===== src/verilog/denoise_pkg.sv =====
// constants and types shared by the bayer texture filter, its checker and its bench
// assumes 12-bit raw samples and a single pipeline clock
package denoise_pkg;

  localparam int PIX_W_DEF = 12;
  localparam int FIFO_DEPTH_DEF = 8;
  // weights and gains are in sixteenths, 0 to 16
  localparam int WGT_W = 5;
  localparam int WGT_SHIFT = 4;
  localparam int WGT_MAX = 16;
  localparam int AVG2D_SHIFT = 3;
  localparam int AVG1D_SHIFT = 2;
  localparam int CTR2D_SHIFT = 2;
  localparam int CTR1D_SHIFT = 1;
  localparam int MARK_W = 2;

  typedef enum logic [1:0] {
    MODE_ADAPTIVE,
    MODE_FIXED_BLUR,
    MODE_FIXED_SHARP,
    MODE_BYPASS
  } filter_mode_e;

  typedef enum logic [1:0] {
    TEX_FLAT,
    TEX_EDGE_H,
    TEX_EDGE_V,
    TEX_DETAIL
  } texture_e;

endpackage


===== src/verilog/bayer_adaptive_denoise_sharpen.sv =====
// texture-steered blur/sharpen stage for raw bayer pixels
// assumes the demosaic line buffer presents, per pixel, the same-colour
// cross neighbourhood (two rows/columns apart) with border flags, and a
// downstream demosaic stage that may stall through the output fifo
// Overview of operation
// - classify neighbourhood: flat, edge direction, dense detail
// - texture class steers the adaptive filter choice
// - flat or near-noise detail gets 2D blur
// - moderate detail blurs only along the edge
// - sharpen perpendicular to the blur direction
// - highest detail: bypass or 2D sharpen
// - fixed blur or fixed sharpen selectable
// - sharpening fixed kernel or edge-directed
// - weights and thresholds set filter strength
// - averaging kernels blur, laplacian kernels sharpen
// - window taken from the shared demosaic line buffer
`timescale 1ns/100ps

module bayer_adaptive_denoise_sharpen
  import denoise_pkg::*;
#(
  parameter int PIX_W = denoise_pkg::PIX_W_DEF,
  parameter int FIFO_DEPTH = denoise_pkg::FIFO_DEPTH_DEF
) (
  input wire logic clk,
  input wire logic reset,
  input wire logic in_valid,
  output logic in_ready,
  input wire logic [PIX_W-1:0] nb_centre,
  input wire logic [PIX_W-1:0] nb_top,
  input wire logic [PIX_W-1:0] nb_bottom,
  input wire logic [PIX_W-1:0] nb_left,
  input wire logic [PIX_W-1:0] nb_right,
  input wire logic at_top,
  input wire logic at_bottom,
  input wire logic at_left,
  input wire logic at_right,
  input wire logic in_eol,
  input wire logic in_eof,
  input wire denoise_pkg::filter_mode_e filter_mode,
  input wire logic sharpen_en,
  input wire logic [WGT_W-1:0] blur_wgt_2d,
  input wire logic [WGT_W-1:0] blur_wgt_dir,
  input wire logic [WGT_W-1:0] sharp_gain,
  input wire logic [PIX_W:0] thr_flat,
  input wire logic [PIX_W:0] thr_edge,
  input wire logic [PIX_W:0] thr_detail,
  output logic out_valid,
  input wire logic out_ready,
  output logic [PIX_W-1:0] out_pixel,
  output logic out_eol,
  output logic out_eof,
  output denoise_pkg::texture_e out_class_dbg
);

  import denoise_pkg::*;

  localparam int SW = PIX_W + 4;
  localparam int MW = SW + WGT_W + 2;
  localparam int FW = PIX_W + MARK_W;

  generate
    if (PIX_W < 8 || PIX_W > 16) begin : g_bad_width
      $error("bayer filter: pixel width must be 8 to 16");
    end
  endgenerate

  function automatic logic [PIX_W:0] abs_diff(input logic [PIX_W-1:0] a,
                                              input logic [PIX_W-1:0] b);
    abs_diff = (a > b) ? (PIX_W+1)'(a - b) : (PIX_W+1)'(b - a);
  endfunction

  // one combined kernel: c + w*(avg-c)/16 + k*lap/16, clamped to range
  function automatic logic [PIX_W-1:0] filt(input logic [PIX_W-1:0] c,
                                            input logic signed [SW-1:0] avg,
                                            input logic signed [SW-1:0] lap,
                                            input logic [WGT_W-1:0] w,
                                            input logic [WGT_W-1:0] k);
    logic signed [MW-1:0] cs;
    logic signed [MW-1:0] as;
    logic signed [MW-1:0] ls;
    logic signed [MW-1:0] ws;
    logic signed [MW-1:0] ks;
    logic signed [MW-1:0] sum;
    logic signed [MW-1:0] top;
    cs = MW'({1'h0, c});
    as = MW'(avg);
    ls = MW'(lap);
    ws = MW'({1'h0, ((w > WGT_W'(WGT_MAX)) ? WGT_W'(WGT_MAX) : w)});
    ks = MW'({1'h0, ((k > WGT_W'(WGT_MAX)) ? WGT_W'(WGT_MAX) : k)});
    top = MW'({1'h0, {PIX_W{1'h1}}});
    sum = cs + (((as - cs) * ws) >>> WGT_SHIFT) + ((ls * ks) >>> WGT_SHIFT);
    if (sum < 0) begin
      filt = '0;
    end else if (sum > top) begin
      filt = {PIX_W{1'h1}};
    end else begin
      filt = sum[PIX_W-1:0];
    end
  endfunction

  // stage 1: border fill and texture class
  logic [PIX_W-1:0] fill_t;
  logic [PIX_W-1:0] fill_b;
  logic [PIX_W-1:0] fill_l;
  logic [PIX_W-1:0] fill_r;
  logic [PIX_W:0] grad_h;
  logic [PIX_W:0] grad_v;
  logic [PIX_W:0] grad_max;
  logic [PIX_W:0] grad_skew;
  texture_e tex_d;

  always_comb begin
    // mirror across the centre, then fall back to the centre itself
    fill_t = at_top ? (at_bottom ? nb_centre : nb_bottom) : nb_top;
    fill_b = at_bottom ? (at_top ? nb_centre : nb_top) : nb_bottom;
    fill_l = at_left ? (at_right ? nb_centre : nb_right) : nb_left;
    fill_r = at_right ? (at_left ? nb_centre : nb_left) : nb_right;
  end

  always_comb begin
    grad_h = (PIX_W+1)'((abs_diff(fill_l, nb_centre) + abs_diff(fill_r, nb_centre)) >> 1);
    grad_v = (PIX_W+1)'((abs_diff(fill_t, nb_centre) + abs_diff(fill_b, nb_centre)) >> 1);
    grad_max = (grad_h > grad_v) ? grad_h : grad_v;
    grad_skew = abs_diff(grad_h[PIX_W-1:0], grad_v[PIX_W-1:0]);
    if (grad_max <= thr_flat) begin
      tex_d = TEX_FLAT;
    end else if (grad_max >= thr_detail) begin
      tex_d = TEX_DETAIL;
    end else if (grad_skew >= thr_edge) begin
      // strong vertical change means the edge itself runs horizontally
      tex_d = (grad_v > grad_h) ? TEX_EDGE_H : TEX_EDGE_V;
    end else begin
      tex_d = TEX_FLAT;
    end
  end

  logic s1_valid_q;
  logic [PIX_W-1:0] c_q;
  logic [PIX_W-1:0] t_q;
  logic [PIX_W-1:0] b_q;
  logic [PIX_W-1:0] l_q;
  logic [PIX_W-1:0] r_q;
  logic eol_q;
  logic eof_q;
  texture_e tex_q;
  logic fifo_wr_ready;
  logic s1_advance;

  assign s1_advance = !s1_valid_q || fifo_wr_ready;
  assign in_ready = s1_advance;

  always_ff @(posedge clk or posedge reset) begin
    if (reset) begin
      s1_valid_q <= 1'h0;
    end else if (s1_advance) begin
      s1_valid_q <= in_valid;
    end
  end

  // border-filled window registered, only the centre straight off the shared line buffer tap
  always_ff @(posedge clk or posedge reset) begin
    if (reset) begin
      c_q <= '0;
      t_q <= '0;
      b_q <= '0;
      l_q <= '0;
      r_q <= '0;
      eol_q <= 1'h0;
      eof_q <= 1'h0;
      tex_q <= TEX_FLAT;
    end else if (in_valid && s1_advance) begin
      c_q <= nb_centre;
      t_q <= fill_t;
      b_q <= fill_b;
      l_q <= fill_l;
      r_q <= fill_r;
      eol_q <= in_eol;
      eof_q <= in_eof;
      tex_q <= tex_d;
    end
  end

  // stage 2: kernels and selection, result goes straight into the fifo
  logic signed [SW-1:0] cc;
  logic signed [SW-1:0] avg_2d;
  logic signed [SW-1:0] avg_h;
  logic signed [SW-1:0] avg_v;
  logic signed [SW-1:0] lap_2d;
  logic signed [SW-1:0] lap_h;
  logic signed [SW-1:0] lap_v;
  logic [WGT_W-1:0] k_dir;
  logic [PIX_W-1:0] pix_d;

  always_comb begin
    cc = SW'({1'h0, c_q});
    avg_2d = (SW'({1'h0, t_q}) + SW'({1'h0, b_q}) + SW'({1'h0, l_q}) + SW'({1'h0, r_q})
              + (cc <<< CTR2D_SHIFT)) >>> AVG2D_SHIFT;
    avg_h = (SW'({1'h0, l_q}) + SW'({1'h0, r_q}) + (cc <<< CTR1D_SHIFT)) >>> AVG1D_SHIFT;
    avg_v = (SW'({1'h0, t_q}) + SW'({1'h0, b_q}) + (cc <<< CTR1D_SHIFT)) >>> AVG1D_SHIFT;
    lap_2d = (cc <<< CTR2D_SHIFT) - SW'({1'h0, t_q}) - SW'({1'h0, b_q})
             - SW'({1'h0, l_q}) - SW'({1'h0, r_q});
    lap_h = (cc <<< CTR1D_SHIFT) - SW'({1'h0, l_q}) - SW'({1'h0, r_q});
    lap_v = (cc <<< CTR1D_SHIFT) - SW'({1'h0, t_q}) - SW'({1'h0, b_q});
    k_dir = sharpen_en ? sharp_gain : '0;
    case (filter_mode)
      MODE_BYPASS: begin
        pix_d = c_q;
      end
      MODE_FIXED_BLUR: begin
        pix_d = filt(c_q, avg_2d, lap_2d, blur_wgt_2d, '0);
      end
      MODE_FIXED_SHARP: begin
        pix_d = filt(c_q, cc, lap_2d, '0, sharp_gain);
      end
      MODE_ADAPTIVE: begin
        case (tex_q)
          TEX_FLAT: begin
            pix_d = filt(c_q, avg_2d, lap_2d, blur_wgt_2d, '0);
          end
          TEX_EDGE_H: begin
            // blur along the row, sharpen across it
            pix_d = filt(c_q, avg_h, lap_v, blur_wgt_dir, k_dir);
          end
          TEX_EDGE_V: begin
            pix_d = filt(c_q, avg_v, lap_h, blur_wgt_dir, k_dir);
          end
          TEX_DETAIL: begin
            pix_d = sharpen_en ? filt(c_q, cc, lap_2d, '0, sharp_gain) : c_q;
          end
          default: begin
            pix_d = c_q;
          end
        endcase
      end
      default: begin
        pix_d = c_q;
      end
    endcase
  end

  logic [FW-1:0] fifo_rd_data;

  pixel_fifo #(
    .WIDTH(FW),
    .DEPTH(FIFO_DEPTH)
  ) u_out_fifo (
    .clk(clk),
    .reset(reset),
    .wr_valid(s1_valid_q),
    .wr_ready(fifo_wr_ready),
    .wr_data({eof_q, eol_q, pix_d}),
    .rd_valid(out_valid),
    .rd_ready(out_ready),
    .rd_data(fifo_rd_data)
  );

  assign out_pixel = fifo_rd_data[PIX_W-1:0];
  assign out_eol = fifo_rd_data[PIX_W];
  assign out_eof = fifo_rd_data[PIX_W+1];

  // last class taken, for tuning thresholds in the lab
  always_ff @(posedge clk or posedge reset) begin
    if (reset) begin
      out_class_dbg <= TEX_FLAT;
    end else if (s1_valid_q && fifo_wr_ready) begin
      out_class_dbg <= tex_q;
    end
  end

endmodule


===== src/verilog/pixel_fifo.sv =====
// small synchronous fifo for filtered pixels and their markers
// assumes both sides on clk; head word is read straight from storage flops
`timescale 1ns/100ps

module pixel_fifo #(
  parameter int WIDTH = 14,
  parameter int DEPTH = 8
) (
  input wire logic clk,
  input wire logic reset,
  input wire logic wr_valid,
  output logic wr_ready,
  input wire logic [WIDTH-1:0] wr_data,
  output logic rd_valid,
  input wire logic rd_ready,
  output logic [WIDTH-1:0] rd_data
);

  localparam int AW = (DEPTH > 1) ? $clog2(DEPTH) : 1;

  generate
    if (DEPTH < 2 || (DEPTH & (DEPTH - 1)) != 0 || WIDTH < 1) begin : g_bad
      $error("pixel_fifo: depth must be a power of two of at least 2");
    end
  endgenerate

  logic [WIDTH-1:0] mem_q [DEPTH];
  logic [AW-1:0] wr_ptr_q;
  logic [AW-1:0] rd_ptr_q;
  logic [AW:0] count_q;
  logic push;
  logic pop;

  assign wr_ready = (count_q != (AW+1)'(DEPTH));
  assign rd_valid = (count_q != '0);
  assign push = wr_valid && wr_ready;
  assign pop = rd_valid && rd_ready;
  assign rd_data = mem_q[rd_ptr_q];

  always_ff @(posedge clk) begin
    if (push) begin
      mem_q[wr_ptr_q] <= wr_data;
    end
  end

  always_ff @(posedge clk or posedge reset) begin
    if (reset) begin
      wr_ptr_q <= '0;
      rd_ptr_q <= '0;
      count_q <= '0;
    end else begin
      if (push) begin
        wr_ptr_q <= wr_ptr_q + 1'h1;
      end
      if (pop) begin
        rd_ptr_q <= rd_ptr_q + 1'h1;
      end
      if (push && !pop) begin
        count_q <= count_q + 1'h1;
      end else if (pop && !push) begin
        count_q <= count_q - 1'h1;
      end
    end
  end

endmodule

===== config.mk =====
export PLATFORM = sky130hd
export DESIGN_NAME = bayer_adaptive_denoise_sharpen
export DESIGN_NICKNAME = d
export VERILOG_FILES = /design/src/verilog/denoise_pkg.sv /design/src/verilog/bayer_adaptive_denoise_sharpen.sv /design/src/verilog/pixel_fifo.sv
export SDC_FILE = /design/constraint.sdc
export NUM_CORES = 2
export LEC_CHECK = 0
export BUFFER_PORTS_ARGS = -buffer_cell sky130_fd_sc_hd__buf_2
export CORE_MARGIN = 3
export CORE_UTILIZATION = 35
export CTS_CLUSTER_SIZE = 10
export DETAILED_ROUTE_END_ITERATION = 8
export PLACE_DENSITY = 0.5
export SYNTH_ARGS = -nofsm -noshare
export SYNTH_HDL_FRONTEND = slang
export SYNTH_HIERARCHICAL = 1
export SYNTH_SLANG_ARGS = --single-unit

===== constraint.sdc =====
create_clock -name clk -period 13.9 [get_ports clk]
set_input_delay 1.39 -clock clk [delete_from_list [all_inputs] [get_ports clk]]
set_output_delay 1.39 -clock clk [all_outputs]
set_load 0.005 [all_outputs]

==> metrics.md <==
| Metric | Value |
|---|---|
| Slew @ Worst Pin | 1.22 ns |
| Worst setup SP type | register |
| Post-Syn Nets | 6094 |
| R2R cell count | 40 |
| Placement Cell Area | 44500 µm² |
| Commonest cells after routing, fill and taps aside | inv_1 (763), ha_1 (616), nand2_1 (450) |
| Worst hold path type | register to register |
| Die Span Y | 352 µm |
| First DRT Iteration DRCs | 2116 |
| RSZ-0062 raised after global routing | false |
| Max Slew Vio Count | 0 |
| First-pass GRT wire length | 205000 µm |
| Synth Area in XOR/XNOR | 6.63% |
| Mapped Area | 41800 µm² |
| Pre-CTS WS | 1.15 ns |
| Status | finished clean |
| R2r endpoint | u_out_fifo/mem_q[0][7] |
| Yosys reg bits | 189 |
| Crit path launch | l_q[2] |
| Top cells by area, synth | ha_1 (18%), fa_1 (18%), edfxtp_1 (8.0%), inv_1 (6.9%), xnor2_1 (4.6%) |
| Synth warn | 6 |
| Critical path type | register to register |
| Setup crit end kind | register |
| Setup Viol. Count Final | 0 |
| Area Growth Syn to Fin | 7.89% |
| Ys async rst share | 40.7% |
| Worst-path maximum fanout | 12 |
| CTS Buffer Depth | 2 |
| Clk sinks | 189 |
| Fin area | 45100 µm² |
| Syn Area/Cell | 8.40 µm² |
| Layout cells sized above 1 | 7.21% |
| Commonest non-fill, non-tap cell in the layout | inv_1 |
| Routability cong. | 0.975 |
| Sequential element share of the synthesized area | 12.6% |
| Num CTS Buffers | 17 |
| Final wirelength | 133000 µm |
| Clock insertion delay at the later pin of the skew report | 0.50 ns |
| Total track usage | 21.7% |
| Clk pin slew, worst setup/hold paths | 0.09 ns |
| Drt via density | 5.16 |
| Post-synthesis adder-cell area fraction | 36.2% |
| Antenna viol nets, final | 0 |
| MaxCap Viol Count | 0 |
| Starting Density | 35.3% |
| Distinct cells, synth | 107 |
| Post-synth top area share | 18.4% |
| Main combinational cell family by area after synthesis | adder cells |
| Highest-delay cell along the critical path | a211oi_1 |
| Synth Area in Simple Gates | 15.1% |
| Hold_sp | u_out_fifo/wr_ptr_q[0] |
| Root Buffer | clkbuf_16 |
| CTS tree | built |
| Post-CTS Setup Repair Bufs | 0 |
| Relative slew slack | 18.6% |
| Hold Crit Endpoint | u_out_fifo/wr_ptr_q[0] |
| Initial antenna violation count | 15 |
| Post-Synthesis Cells | 4980 |
| Final WS setup | 1.39 ns |
| DRC viols | 0 |
| Worst reg-to-reg setup slack | 1.39 ns |
| Filler cells | 12230 |
| Final Hold Violating Endpoints | 0 |
| Setup TNS | 0 ns |
| Cell depth of the worst hold path | 1 |
| Nets | 6193 |
| CP dominant cell by count | o21ai_0 |
| Largest net degree at the start of global routing | 69 |
| F_max | 79.9 MHz |
| Compound-Gate Fraction of Synth Area | 16.9% |
| Required @ worst endpoint | 14.06 ns |
| Mux cell area share after synthesis | 4.30% |
| DP Wirelength | 111000 µm |
| Area leader, netlist | ha_1 |
| I/O Buffers | 144 |
| Vias in the first global route | 34753 |
| Chip width | 352 µm |
| Routed vias | 34532 |
| Wirelength per Cell | 19.9 µm |
| Skew final | 0.0205 ns |
| H-Tree Depth | 4 |
| Num rows | 126 |
| Ys flop type | edfxtp_1 |
| Core outline area | 118000 µm² |
| Pre-antenna DRT Iters | 5 |
| Crit-path max cell delay | 0.82 ns |
| Boundary Pins | 145 |
| Fin crit period | 12.51 ns |
| Die area | 124000 µm² |
| Critical Path AT | 12.67 ns |
| Grt total ovfl | 0 |
| Post-synth EDFFs | 112 |
| Reg2reg start | l_q[2] |
| Fin crit share | 90.0% |
==> state kept, by name, indices dropped and copies added, names as in the netlist <==
register             cells
c_q                     12
u_out_fifo/wr_ptr_q      3
u_out_fifo/rd_ptr_q      3
l_q                     12
u_out_fifo/mem_q       112
r_q                     12
out_class_dbg            2
tex_q                    2
u_out_fifo/count_q       4
b_q                     12
t_q                     12
eol_q                    1
s1_valid_q               1
eof_q                    1
==> metal layers <==
metal	wire, µm	track usage, %	part of all wire, %	up-vias
met5	42	0	0.031	-
met4	4080	6.39	3.1	6
met3	5670	2.15	4.2	166
met2	62400	36.6	47	730
met1	61200	29.4	46	16633
li1	-	-	-	16997
==> area by class of cell <==
| type | count | area, µm² | area share [%] |
|---|---|---|---|
| antenna | 4 | 10.0 | 0.0222 |
| clock buffer | 17 | 425 | 0.943 |
| clock inverter | 15 | 216 | 0.480 |
| inverter | 764 | 2870 | 6.36 |
| multi-input combinational | 3907 | 33200 | 73.5 |
| sequential | 189 | 5290 | 11.7 |
| tap | 1600 | 2000 | 4.44 |
| timing repair buffer | 200 | 1140 | 2.53 |
==> timing repair <==
action                                  in CTS  in global routing
hold endpoints to repair                     0                  0
endpoints found under the setup margin       0                  8
hold buffers                                 0                  0
resized for setup                            0                  1
==> cell families after synthesis <==
group                    after synthesis
AND/OR/NAND/NOR                     1324
multiplexers                         141
XOR/XNOR                             315
adder cells (fa/ha/maj)              987
buffers and inverters                884
flip-flops                           189
AO/OA/AOI/OAI                       1140
==> worst max-delay path: cells and delay by family, from the launching register on <==
kind,cells,cell delay [ns]
AOI/OAI and AO/OA,21,5.26
adders and majority gates,9,3.91
and+or+nand+nor,6,1.67
DFF,1,0.71
xor gates and xnor gates,3,0.55
buffers and inverters,1,0.05
==> worst max path at each step <==
stage                                  end  depth (start not counted)
finish              u_out_fifo/mem_q[0][7]                         40
global placement    u_out_fifo/mem_q[3][4]                         45
detailed placement  u_out_fifo/mem_q[3][4]                         45
CTS                 u_out_fifo/mem_q[3][4]                         45
global route        u_out_fifo/mem_q[7][7]                         40
floorplan                         tex_q[1]                         53
==> stage by stage <==
| stage | hold slack [ns] | utilization (%) | cells |
|---|---|---|---|
| after global routing | 0.566 | 38.1 | 6693 |
| after detailed placement | 0.518 | 37.6 | 6660 |
| after global placement | 0.521 | 37.6 | 6660 |
| final | 0.539 | 38.1 | 6696 |
| after CTS | 0.535 | 38.1 | 6692 |
| after floorplan | 0.478 | - | 4980 |
==> synth_stat cells, types with 61 or more instances <==
library cell and n:
nor2_1 333, nand3_1 69, dfrtp_1 77, a21o_1 135
xor2_1 92, o21ai_0 369, inv_1 764, edfxtp_1 112
nand2b_1 61, ha_1 616, clkbuf_1 99, nor3_1 63
fa_1 371, xnor2_1 222, nor2b_1 74, mux2i_1 82
and2_1 102, nand2_1 451, a21oi_1 285
Power is not shown: default switching activity piles up to over one toggle a cycle in this logic, so the estimate is an artifact.
